[config.mk]
export PLATFORM = sky130hd
export DESIGN_NAME = tagc_ctrl
export DESIGN_NICKNAME = d
export VERILOG_FILES = /design/src/pkg/tagc_pkg.sv /design/src/logic/tagc_ctrl.sv /design/src/logic/tagc_dirty_mem.sv
export SDC_FILE = /design/constraint.sdc
export NUM_CORES = 2
export LEC_CHECK = 0
export BUFFER_PORTS_ARGS = -buffer_cell sky130_fd_sc_hd__clkbuf_2
export CAP_MARGIN = 20
export CORE_MARGIN = 2
export CORE_UTILIZATION = 50
export CTS_CLUSTER_DIAMETER = 60
export DETAILED_ROUTE_END_ITERATION = 10
export PLACE_DENSITY = 0.66
export SYNTH_ARGS = -nofsm -noshare
export SYNTH_HDL_FRONTEND = slang
export SYNTH_HIERARCHICAL = 1
export SYNTH_SLANG_ARGS = --single-unit
[constraint.sdc]
create_clock -name clock -period 75.7 [get_ports clock]
set_input_delay 22.71 -clock clock [delete_from_list [all_inputs] [get_ports clock]]
set_output_delay 22.71 -clock clock [all_outputs]
set_load 0.1 [all_outputs]
[src/pkg/tagc_pkg.sv]
// package: constants, timing and operation codes for the tag directory controller
`default_nettype none
package tagc_pkg;

    // ----------------------------------------------------------------
    // geometry
    // ----------------------------------------------------------------
    localparam int INDEX_W   = 11;
    localparam int ENTRIES   = 2048;
    localparam int TAG_W     = 16;
    localparam int ADDR_TW   = 15;
    localparam int VALID_BIT = 15;

    // ----------------------------------------------------------------
    // timing, clock 200 MHz
    // ----------------------------------------------------------------
    localparam int CLK_NS      = 5;
    localparam int WR_PULSE_NS = 20;
    localparam int MATCH_NS    = 20;
    localparam int RESET_NS    = 60;
    localparam int SYNC_CYC    = 2;
    localparam int CNT_W       = 8;

    // least time rounded up to whole cycles, never below one
    function automatic int cyc_of(input int ns);
        int c;
        c = (ns + CLK_NS - 1) / CLK_NS;
        return (c < 1) ? 1 : c;
    endfunction : cyc_of

    localparam int WR_CYC    = cyc_of(WR_PULSE_NS);
    localparam int MATCH_CYC = cyc_of(MATCH_NS) + SYNC_CYC;
    localparam int RESET_CYC = cyc_of(RESET_NS);

    // ----------------------------------------------------------------
    // counter end value
    // ----------------------------------------------------------------
    localparam logic [CNT_W-1:0] CNT_RST = 8'h00;

    // ----------------------------------------------------------------
    // operations
    // ----------------------------------------------------------------
    typedef enum logic [2:0] {
        TAGC_OP_COMPARE,
        TAGC_OP_FILL,
        TAGC_OP_WRITE_LO,
        TAGC_OP_WRITE_HI,
        TAGC_OP_READ,
        TAGC_OP_CLEAR
    } tagc_op_t;

endpackage : tagc_pkg
`default_nettype wire
[src/logic/tagc_ctrl.sv]
// controller driving a 2K x 18 tag compare RAM through its pins
`default_nettype none
module tagc_ctrl #(
    parameter int ENTRIES = tagc_pkg::ENTRIES,
    parameter int IW      = tagc_pkg::INDEX_W
) (
    // clock and reset
    input  wire logic                         clock,
    input  wire logic                         rst,
    // request side
    input  wire logic                         req_valid,
    output logic                              req_ready,
    input  wire tagc_pkg::tagc_op_t           req_op,
    input  wire logic [IW-1:0]                req_index,
    input  wire logic [tagc_pkg::ADDR_TW-1:0] req_tag,
    input  wire logic                         req_cacheable,
    input  wire logic                         req_retry,
    input  wire logic                         req_force_pe,
    input  wire logic                         req_mark_dirty,
    input  wire logic                         store_mode,
    // answer side
    output logic                              rsp_valid_q,
    output logic                              rsp_hit_q,
    output logic                              rsp_parity_err_q,
    output logic                              rsp_dirty_q,
    output logic [tagc_pkg::TAG_W-1:0]        rsp_tag_q,
    // tag RAM pins
    output logic [IW-1:0]                     index_address,
    output logic [tagc_pkg::TAG_W-1:0]        tag_data_o,
    output logic                              tag_data_oe,
    input  wire logic [tagc_pkg::TAG_W-1:0]   tag_data_i,
    output logic                              select_n,
    output logic                              read_n,
    output logic                              low_byte_write_n,
    output logic                              high_byte_write_n,
    output logic                              tag_reset_n,
    output logic                              force_hit_override,
    output logic                              parity_error_n_o,
    output logic                              parity_error_n_oe,
    input  wire logic                         parity_error_n_i,
    input  wire logic                         hit_od_a,
    input  wire logic                         hit_od_b,
    input  wire logic                         hit_totem,
    // processor bus controls
    output logic                              sync_term,
    output logic                              bus_error_n,
    output logic                              processor_stop_n
);

    typedef enum {ST_IDLE, ST_SETUP, ST_STROBE, ST_HOLD, ST_WAIT, ST_CLEAR} tagc_state_t;

    // ----------------------------------------------------------------
    // pin synchronisers
    // ----------------------------------------------------------------
    logic [tagc_pkg::TAG_W+3:0] meta_q;
    logic [tagc_pkg::TAG_W+3:0] sync_q;

    always_ff @(posedge clock or posedge rst) begin
        if (rst) begin
            meta_q <= '1;
            sync_q <= '1;
        end else begin
            meta_q <= {tag_data_i, parity_error_n_i, hit_od_a, hit_od_b, hit_totem};
            sync_q <= meta_q;
        end
    end

    logic [tagc_pkg::TAG_W-1:0] data_s;
    logic                       pe_n_s;
    logic                       hit_s;
    assign data_s = sync_q[tagc_pkg::TAG_W+3:4];
    assign pe_n_s = sync_q[3];
    assign hit_s  = sync_q[2] & sync_q[1] & sync_q[0];

    // ----------------------------------------------------------------
    // sequencer
    // ----------------------------------------------------------------
    tagc_state_t                  state_q, state_d;
    logic [tagc_pkg::CNT_W-1:0]   cnt_q, cnt_d;
    tagc_pkg::tagc_op_t           op_q, op_d;
    logic                         mark_q, mark_d;
    logic                         forced_q, forced_d;
    logic                         pe_req_q, pe_req_d;
    logic [IW-1:0]                idx_d;
    logic [tagc_pkg::TAG_W-1:0]   tag_d;
    logic                         oe_d, sel_n_d, rd_n_d, wlo_n_d, whi_n_d, rst_n_d;
    logic                         fho_d, pe_oe_d, sync_term_d, berr_n_d;
    logic                         rv_d, rh_d, rpe_d, rdy_d;
    logic [tagc_pkg::TAG_W-1:0]   rtag_d;
    logic                         dirty_rd;
    logic                         dm_wr_en, dm_wr_data, dm_rd_en;

    assign req_ready        = (state_q == ST_IDLE);
    assign parity_error_n_o = 1'b0;
    assign processor_stop_n = bus_error_n;

    // ops that strobe data into the array
    function automatic logic is_write(input tagc_pkg::tagc_op_t op);
        return (op == tagc_pkg::TAGC_OP_FILL) || (op == tagc_pkg::TAGC_OP_WRITE_LO) ||
               (op == tagc_pkg::TAGC_OP_WRITE_HI);
    endfunction : is_write

    always_comb begin
        state_d  = state_q;
        cnt_d    = cnt_q;
        op_d     = op_q;
        mark_d   = mark_q;
        forced_d = forced_q;
        pe_req_d = pe_req_q;
        idx_d    = index_address;
        tag_d    = tag_data_o;
        oe_d     = tag_data_oe;
        sel_n_d  = select_n;
        rd_n_d   = read_n;
        wlo_n_d  = low_byte_write_n;
        whi_n_d  = high_byte_write_n;
        rst_n_d  = tag_reset_n;
        fho_d    = force_hit_override;
        pe_oe_d  = parity_error_n_oe;
        sync_term_d  = 1'b0;
        berr_n_d = 1'b1;
        rv_d     = 1'b0;
        rh_d     = rsp_hit_q;
        rpe_d    = rsp_parity_err_q;
        rtag_d   = rsp_tag_q;
        rdy_d    = rsp_dirty_q;
        dm_wr_en   = 1'b0;
        dm_wr_data = 1'b0;
        dm_rd_en   = 1'b0;
        case (state_q)
            ST_IDLE: begin
                fho_d = store_mode;
                if (req_valid) begin
                    op_d     = req_op;
                    mark_d   = req_mark_dirty;
                    pe_req_d = req_force_pe;
                    idx_d    = req_index;
                    tag_d    = {1'b1, req_tag};
                    forced_d = store_mode | req_retry | ~req_cacheable;
                    fho_d    = store_mode | req_retry | ~req_cacheable;
                    dm_rd_en = 1'b1;
                    if (req_op == tagc_pkg::TAGC_OP_CLEAR) begin
                        rst_n_d = 1'b0;
                        cnt_d   = tagc_pkg::CNT_W'(tagc_pkg::RESET_CYC - 1);
                        state_d = ST_CLEAR;
                    end else begin
                        sel_n_d = 1'b0;
                        if (is_write(req_op)) begin
                            oe_d    = 1'b1;
                            state_d = ST_SETUP;
                        end else if (req_op == tagc_pkg::TAGC_OP_READ) begin
                            oe_d    = 1'b0;
                            rd_n_d  = 1'b0;
                            cnt_d   = tagc_pkg::CNT_W'(tagc_pkg::MATCH_CYC - 1);
                            state_d = ST_WAIT;
                        end else begin
                            oe_d    = 1'b1;
                            sync_term_d = req_cacheable & ~req_retry;
                            cnt_d   = tagc_pkg::CNT_W'(tagc_pkg::MATCH_CYC - 1);
                            state_d = ST_WAIT;
                        end
                    end
                end
            end
            ST_SETUP: begin
                // index already settled a cycle before the strobe falls
                wlo_n_d = ~(op_q != tagc_pkg::TAGC_OP_WRITE_HI);
                whi_n_d = ~(op_q != tagc_pkg::TAGC_OP_WRITE_LO);
                pe_oe_d = pe_req_q;
                cnt_d   = tagc_pkg::CNT_W'(tagc_pkg::WR_CYC - 1);
                state_d = ST_STROBE;
            end
            ST_STROBE: begin
                if (cnt_q == tagc_pkg::CNT_RST) begin
                    wlo_n_d = 1'b1;
                    whi_n_d = 1'b1;
                    pe_oe_d = 1'b0;
                    state_d = ST_HOLD;
                end else begin
                    cnt_d = cnt_q - 1'b1;
                end
            end
            ST_HOLD: begin
                // index and data outlive the strobe by a cycle
                sel_n_d = 1'b1;
                oe_d    = 1'b0;
                fho_d   = store_mode;
                rv_d    = 1'b1;
                if (op_q == tagc_pkg::TAGC_OP_FILL) begin
                    dm_wr_en   = 1'b1;
                    dm_wr_data = mark_q;
                end
                state_d = ST_IDLE;
            end
            ST_WAIT: begin
                // waits out match delay plus the synchroniser
                if (cnt_q == tagc_pkg::CNT_RST) begin
                    sel_n_d = 1'b1;
                    rd_n_d  = 1'b1;
                    oe_d    = 1'b0;
                    fho_d   = store_mode;
                    rv_d    = 1'b1;
                    rh_d    = hit_s;
                    rpe_d   = ~pe_n_s;
                    rtag_d  = data_s;
                    rdy_d   = dirty_rd;
                    if (op_q == tagc_pkg::TAGC_OP_COMPARE) begin
                        berr_n_d = hit_s | forced_q;
                        if (hit_s & mark_q) begin
                            dm_wr_en   = 1'b1;
                            dm_wr_data = 1'b1;
                        end
                    end
                    state_d = ST_IDLE;
                end else begin
                    cnt_d = cnt_q - 1'b1;
                end
            end
            ST_CLEAR: begin
                if (cnt_q == tagc_pkg::CNT_RST) begin
                    rst_n_d = 1'b1;
                    rv_d    = (op_q == tagc_pkg::TAGC_OP_CLEAR);
                    state_d = ST_IDLE;
                end else begin
                    cnt_d = cnt_q - 1'b1;
                end
            end
            default: begin
                state_d = ST_IDLE;
            end
        endcase
    end

    // comes out of reset clearing the directory, so no stale tag can hit
    always_ff @(posedge clock or posedge rst) begin
        if (rst) begin
            state_q            <= ST_CLEAR;
            cnt_q              <= tagc_pkg::CNT_W'(tagc_pkg::RESET_CYC - 1);
            op_q               <= tagc_pkg::TAGC_OP_COMPARE;
            mark_q             <= 1'b0;
            forced_q           <= 1'b0;
            pe_req_q           <= 1'b0;
            index_address      <= '0;
            tag_data_o         <= '0;
            tag_data_oe        <= 1'b0;
            select_n           <= 1'b1;
            read_n             <= 1'b1;
            low_byte_write_n   <= 1'b1;
            high_byte_write_n  <= 1'b1;
            tag_reset_n        <= 1'b0;
            force_hit_override <= 1'b0;
            parity_error_n_oe  <= 1'b0;
            sync_term          <= 1'b0;
            bus_error_n        <= 1'b1;
            rsp_valid_q        <= 1'b0;
            rsp_hit_q          <= 1'b0;
            rsp_parity_err_q   <= 1'b0;
            rsp_tag_q          <= '0;
            rsp_dirty_q        <= 1'b0;
        end else begin
            state_q            <= state_d;
            cnt_q              <= cnt_d;
            op_q               <= op_d;
            mark_q             <= mark_d;
            forced_q           <= forced_d;
            pe_req_q           <= pe_req_d;
            index_address      <= idx_d;
            tag_data_o         <= tag_d;
            tag_data_oe        <= oe_d;
            select_n           <= sel_n_d;
            read_n             <= rd_n_d;
            low_byte_write_n   <= wlo_n_d;
            high_byte_write_n  <= whi_n_d;
            tag_reset_n        <= rst_n_d;
            force_hit_override <= fho_d;
            parity_error_n_oe  <= pe_oe_d;
            sync_term          <= sync_term_d;
            bus_error_n        <= berr_n_d;
            rsp_valid_q        <= rv_d;
            rsp_hit_q          <= rh_d;
            rsp_parity_err_q   <= rpe_d;
            rsp_tag_q          <= rtag_d;
            rsp_dirty_q        <= rdy_d;
        end
    end

    // ----------------------------------------------------------------
    // external dirty flags
    // ----------------------------------------------------------------
    tagc_dirty_mem #(
        .DEPTH (ENTRIES),
        .AW    (IW)
    ) u_dirty (
        .clock     (clock),
        .rst       (rst),
        .wr_en     (dm_wr_en),
        .wr_addr   (index_address),
        .wr_data   (dm_wr_data),
        .rd_en     (dm_rd_en),
        .rd_addr   (req_index),
        .rd_data_q (dirty_rd)
    );

endmodule : tagc_ctrl
`default_nettype wire

[src/logic/tagc_dirty_mem.sv]
// dirty-flag memory kept beside the tag directory, registered read data
`default_nettype none
module tagc_dirty_mem #(
    parameter int DEPTH = 2048,
    parameter int AW    = 11
) (
    // clock and reset
    input  wire logic          clock,
    input  wire logic          rst,
    // write port
    input  wire logic          wr_en,
    input  wire logic [AW-1:0] wr_addr,
    input  wire logic          wr_data,
    // read port
    input  wire logic          rd_en,
    input  wire logic [AW-1:0] rd_addr,
    output logic               rd_data_q
);

    logic mem [DEPTH];

    // ----------------------------------------------------------------
    // storage, contents undefined until written
    // ----------------------------------------------------------------
    always_ff @(posedge clock) begin
        if (wr_en) begin
            mem[wr_addr] <= wr_data;
        end
    end

    always_ff @(posedge clock or posedge rst) begin
        if (rst) begin
            rd_data_q <= 1'b0;
        end else if (rd_en) begin
            rd_data_q <= mem[rd_addr];
        end
    end

endmodule : tagc_dirty_mem
`default_nettype wire

; After elaboration in Yosys (flattened, before gate mapping)
; Memory sizes are Yosys's and may differ from the RTL's. A register that Yosys moved wholly into a read port is not among the register bits.
; Cells that the tools add are included.
[word_totals]
ff_bits = 143
ramBits = 2048
in_bits = 57
out_inout_bits = 60
wordCells = 143
n_memories = 1
[classes]
addsub = 1
n_eq_ne = 25
muxes = 57
bitwise = 12
n_reduce_logical = 22
[memory_table]
columns = name, depth, word_bits, read_ports, rd_ports_with_merged_regs, write_ports, line_no
row1 = u_dirty.mem, 2048, 1, 1, 1, 1, tagc_dirty_mem.sv:20  ; logic mem [DEPTH];
[ops]
columns = op, n
row1 = $pmux 32 s4, 1
row2 = $mux 32, 3
row3 = $eq 32x2->1 const B, 2
row4 = $eq 32x3->1 const B, 2
row5 = $logic_not 32->1, 2
row6 = $mux 1, 35
row7 = $eq 32x1->1 const B, 1
row8 = $mux 8, 4
row9 = $pmux 8 s3, 1
row10 = $ne 2x2->1 const B, 9
row11 = $pmux 1 s2, 7
row12 = $pmux 1 s3, 4
row13 = $reduce_and 4->1, 3
row14 = $eq 3x3->1 const B, 3
row15 = $logic_not 8->1, 1
row16 = $reduce_and 2->1, 4
row17 = $sub 8x1->8 const B, 1
row18 = $eq 3x1->1 const B, 2
row19 = $eq 3x2->1 const B, 2
row20 = $mux 3, 2
row21 = $ne 3x2->1 const B, 2
row22 = $reduce_and 6->1, 1
row23 = $reduce_bool 2->1, 3
row24 = $reduce_bool 3->1, 2
row25 = 10 further kinds, 20

; Logic depth before layout (Yosys ltp)
[logic_depth]
depth_word = 9
mapped_depth = 15
ltp_nobuf = 9

; Cells and area by module
; The synthesis kept the hierarchy.
[modules_own_cells]
columns = mod, instances, cells_per_inst, area_each_um2
row1 = tagc_dirty_mem, 1, 6168, 89520.9
row2 = tagc_ctrl, 1, 375, 4401.7

; Least setup slack after synthesis
; OpenSTA, ideal clock, no wires.
[synth_timing]
kind = flip-flop to flip-flop
start = register state_q[0]
end = memory u_dirty.mem[0], data pin
setup_ns = 5.398
arrival_ns = 26.315
required_time_ns = 70.302
setup_slack_ns = 43.987
path_stages_with_launch = 5
path_buffers = 1
path_cell_list = dfstp_2 buf_2 nand3b_1 nor4b_1 o21a_1
[synth_between]
elab_chain_len = 2
[synth_rtl]
columns = element, line_no
row1 = from (decl), tagc_ctrl.sv:78  ; tagc_state_t state_q, state_d;
row2 = from (signal assigned), tagc_ctrl.sv:261  ; state_q <= state_d;
row3 = $eq 32x3->1 / $eq 32x2->1 (equally long branches), tagc_ctrl.sv:130  ; case (state_q)
row4 = $pmux 1 s2 (*), tagc_ctrl.sv:130
row5 = named net dm_wr_data, tagc_ctrl.sv:91  ; logic dm_wr_en, dm_wr_data, dm_rd_en;
row6 = to (decl), tagc_dirty_mem.sv:20
; Mark *: on every way through the listed nets, which the timed path passes. The rest lies on a longest branch.

==> flow_metrics.py <==
metrics = {
    "run_status": {
        "status": "finished, final reports clean",
    },
    "finish": {
        "layout.nets": 6483,
        "utilization_pct": 55.4,
        "design_area_um2": 104000,
        "fillers": 14900,
        "layout-drive-gt1-share_pct": 16.8,
        "syn2layout_area_growth_pct": 10.4,
        "final_cell_mix": "2,097 x nor2_1, 2,048 x edfxtp_1, 360 x mux4_2",
        "multiInputGateArea_um2": 26500,
        "seqCellArea_um2": 64400,
        "final_common_cell": "nor2_1",
    },
    "timing": {
        "slew_headroom_pct": 18.7,
        "fmax_ghz": 0.0358,
        "skew_ns": 0.0472,
        "fin_crit_sh_pct": 36.9,
        "hold_viol_final": 0,
        "tns_ns": 0,
        "rsz0062_at_grt": "false",
        "slew_violations": 0,
        "fin_crit_ns": 27.93,
        "setup_viol": 0,
        "worst_pin_slew_ns": 1.22,
    },
    "synth": {
        "netlist_area_um2": 93900,
        "yosysTopAreaCell": "edfxtp_1",
        "syn_nets": 6601,
        "ys_seq_elements": 2163,
        "synth-edff-count": 2048,
        "synth_area_leaders": "edfxtp_1 65%, mux4_2 8.6%, nor2_1 8.4%, mux2i_1 2.2%, mux4_1 2.1%",
        "postSynthCellCount": 6543,
        "async_reset_ff_share_pct": 5.32,
        "synth_cell_types": 95,
        "ys.flop_type": "edfxtp_1",
        "avgSynthCellArea_um2": 14.4,
        "yosysWarnings": 6,
        "yosysTopAreaCellShare_pct": 65.5,
        "seq_area_frac_synth_pct": 68.6,
    },
    "grt": {
        "grt_max_degree": 277,
        "grt_antenna_before_repair": 8,
        "grt_pass1_wl_um": 387000,
        "grt_overflow_total": 0,
        "gr-usage-all-layers_pct": 27.9,
        "grt_pass1_vias": 55400,
    },
    "floorplanning": {
        "die_w_um": 437,
        "fp.dieH_um": 437,
        "initial_utilization_pct": 50.2,
        "rows": 159,
        "die-area_um2": 191000,
        "ioPinCount": 117,
        "coreArea_um2": 187000,
    },
    "critical_path": {
        "r2r_slack_ns": 69.64,
        "critPathLaunchType": "input port",
        "required_ns": 76.39,
        "arrival_ns": 28.63,
        "path_class": "in -> reg",
        "crit_fanout": 71,
        "end_kind": "flop",
    },
    "placement": {
        "portBuffers": 115,
        "place_area_um2": 95900,
        "place.gp.congestion": 0.832,
        "dp_hpwl_um": 141000,
    },
    "power": {
        "p_leak_nw": 37.0,
        "p_sw_share_pct": 27.6,
        "vdd_drop_max_v": 0.0000241,
        "p_int_mw": 1.95,
        "power.share.clock_pct": 37.7,
        "power_switching_mw": 0.743,
        "p_comb_share_pct": 12.6,
        "power.density_nw_per_um2": 25.9,
        "sequentialPowerShare_pct": 49.7,
        "design_power_total_mw": 2.69,
    },
    "worst_hold_path": {
        "hp-class": "reg -> reg",
    },
    "routing": {
        "drc": 0,
        "dr.first_iter.drc_count": 9068,
        "wl_met2_um": 127000,
        "vias": 57800,
        "drt-met1-wl_um": 99700,
        "wl_um": 270000,
        "avgViaCountPerCell": 6.35,
        "ant_nets": 0,
        "first_pass_iters": 6,
        "wl_per_cell_um": 29.6,
        "top_layer": "met5",
        "route.met3.wl_um": 31800,
    },
    "clocking": {
        "ctsLongestPathBuffers": 3,
        "clkTransAtPathRegs_ns": 0.06,
        "numCtsBuffers": 213,
        "cts_hold_buf": 0,
        "cts_tree": "yes",
        "htreeDepth": 4,
        "post_cts_buffers": 0,
        "clk_latency_ns": 0.85,
        "cts_root_buf": "clkbuf_16",
        "cts.sinks": 2163,
        "ctsResizeCount": 0,
    },
    "run": {
        "drv_cap": 0,
    },
}
-- cells in the mapped netlist (4+ instances only) --
cell / number
clkbuf_8: 15
a21oi_1: 71
o22ai_1: 59
nand3b_1: 4
or2_2: 7
and3_1: 7
or3_1: 4
a211oi_1: 32
mux2i_1: 211
nand2_1: 296
clkbuf_1: 387
a22oi_1: 51
dfstp_2: 50
buf_12: 28
edfxtp_1: 2048
nand4_1: 6
nor4_1: 18
dfrtp_1: 65
nand3_1: 61
a31oi_1: 12
buf_1: 73
and2_1: 9
and3b_1: 5
o221ai_1: 62
nor2_1: 2100
nor2b_1: 26
o211ai_1: 5
nor3b_1: 9
nor3_1: 58
inv_1: 16
buf_6: 15
mux4_2: 360
buf_8: 13
a221oi_1: 11
o21ai_0: 43
buf_2: 55
o31ai_1: 11
buf_4: 34
nand2b_1: 13
mux2_2: 26
mux4_1: 75
a311oi_1: 7
a22o_1: 7
-- layout make-up --
type / instances / area share, %
diodes: 4 / 0.00965
multi-input cells: 3736 / 25.5
inverters: 20 / 0.0772
clock inverters: 122 / 0.820
clock buffers: 270 / 5.56
well taps: 2495 / 3.01
flip-flops and latches: 2163 / 62.1
repair buffers: 291 / 2.86
-- through the flow --
| step | hold WS [ns] | setup slack [ns] | std cells |
|---|---|---|---|
| after floorplan | 0.345 | 43.99 | 6543 |
| after global placement | 0.346 | 46.92 | 8651 |
| after detailed placement | 0.347 | 46.97 | 8658 |
| after CTS | 0.356 | 47.85 | 9050 |
| after global routing | 0.358 | 47.44 | 9098 |
| final | 0.353 | 47.77 | 9101 |
-- state kept, by name, summed over array words and instances (netlist names), 3 cells and up --
register and count:
u_dirty/mem 2048, meta_q 20, sync_q 20, rsp_tag_q 16
tag_data_o 16, index_address 11, cnt_q 8, op_q 3
state_q 3
-- cells by family (layout without fill, tap and decap cells) --
group	after synthesis	after routing	share of synthesized area, %
adders and majority gates	1	1	0.0133
buffers and inverters	644	703	3.72
muxes	672	672	13.3
DFF	2163	2163	68.6
other	1	5	0.00399
AOI/OAI and AO/OA	419	419	3.19
and+or+nand+nor	2643	2643	11.2
-- worst paths after layout --
kind / endpoint / start / cells after the start
worst min-delay path: sync_q[5] / meta_q[5] / 0
worst max-delay path: u_dirty/rd_data_q / req_index[0] / 12
worst min register to register: sync_q[5] / meta_q[5] / 0
min in group asynchronous: u_dirty/rd_data_q / rst / 2
worst max register to register: u_dirty/mem[440] / cnt_q[0] / 15
max in group asynchronous: rsp_tag_q[3] / rst / 3
-- power groups by stage --
stage | registers (mW) | clock network [mW] | logic (mW)
finish | 1.34 | 1.01 | 0.339
global route | 1.34 | 1.07 | 0.352
CTS | 1.34 | 1.02 | 0.324
detailed placement | 1.36 | 0 | 0.323
global placement | 1.36 | 0 | 0.320
floorplan | 1.46 | 0 | 0.139
-- worst max-delay path, cell delays in order --
cell	delay, ns
buf_8	0.58
buf_4	0.63
buf_4	0.85
buf_4	0.70
buf_4	0.73
mux4_2	0.61
o22ai_1	0.18
a211oi_1	0.09
a211oi_1	0.48
nor3_1	0.10
nor3_1	0.63
o311ai_2	0.19
-- routing by layer --
metal / vias up / global-route usage, %
met1: 29900 / 38.4
met3: 597 / 5.73
met2: 3422 / 44.4
met5: - / 0
met4: 8 / 10.3
li1: 23900 / -
No activity file was read; power rests on OpenSTA's default activity.
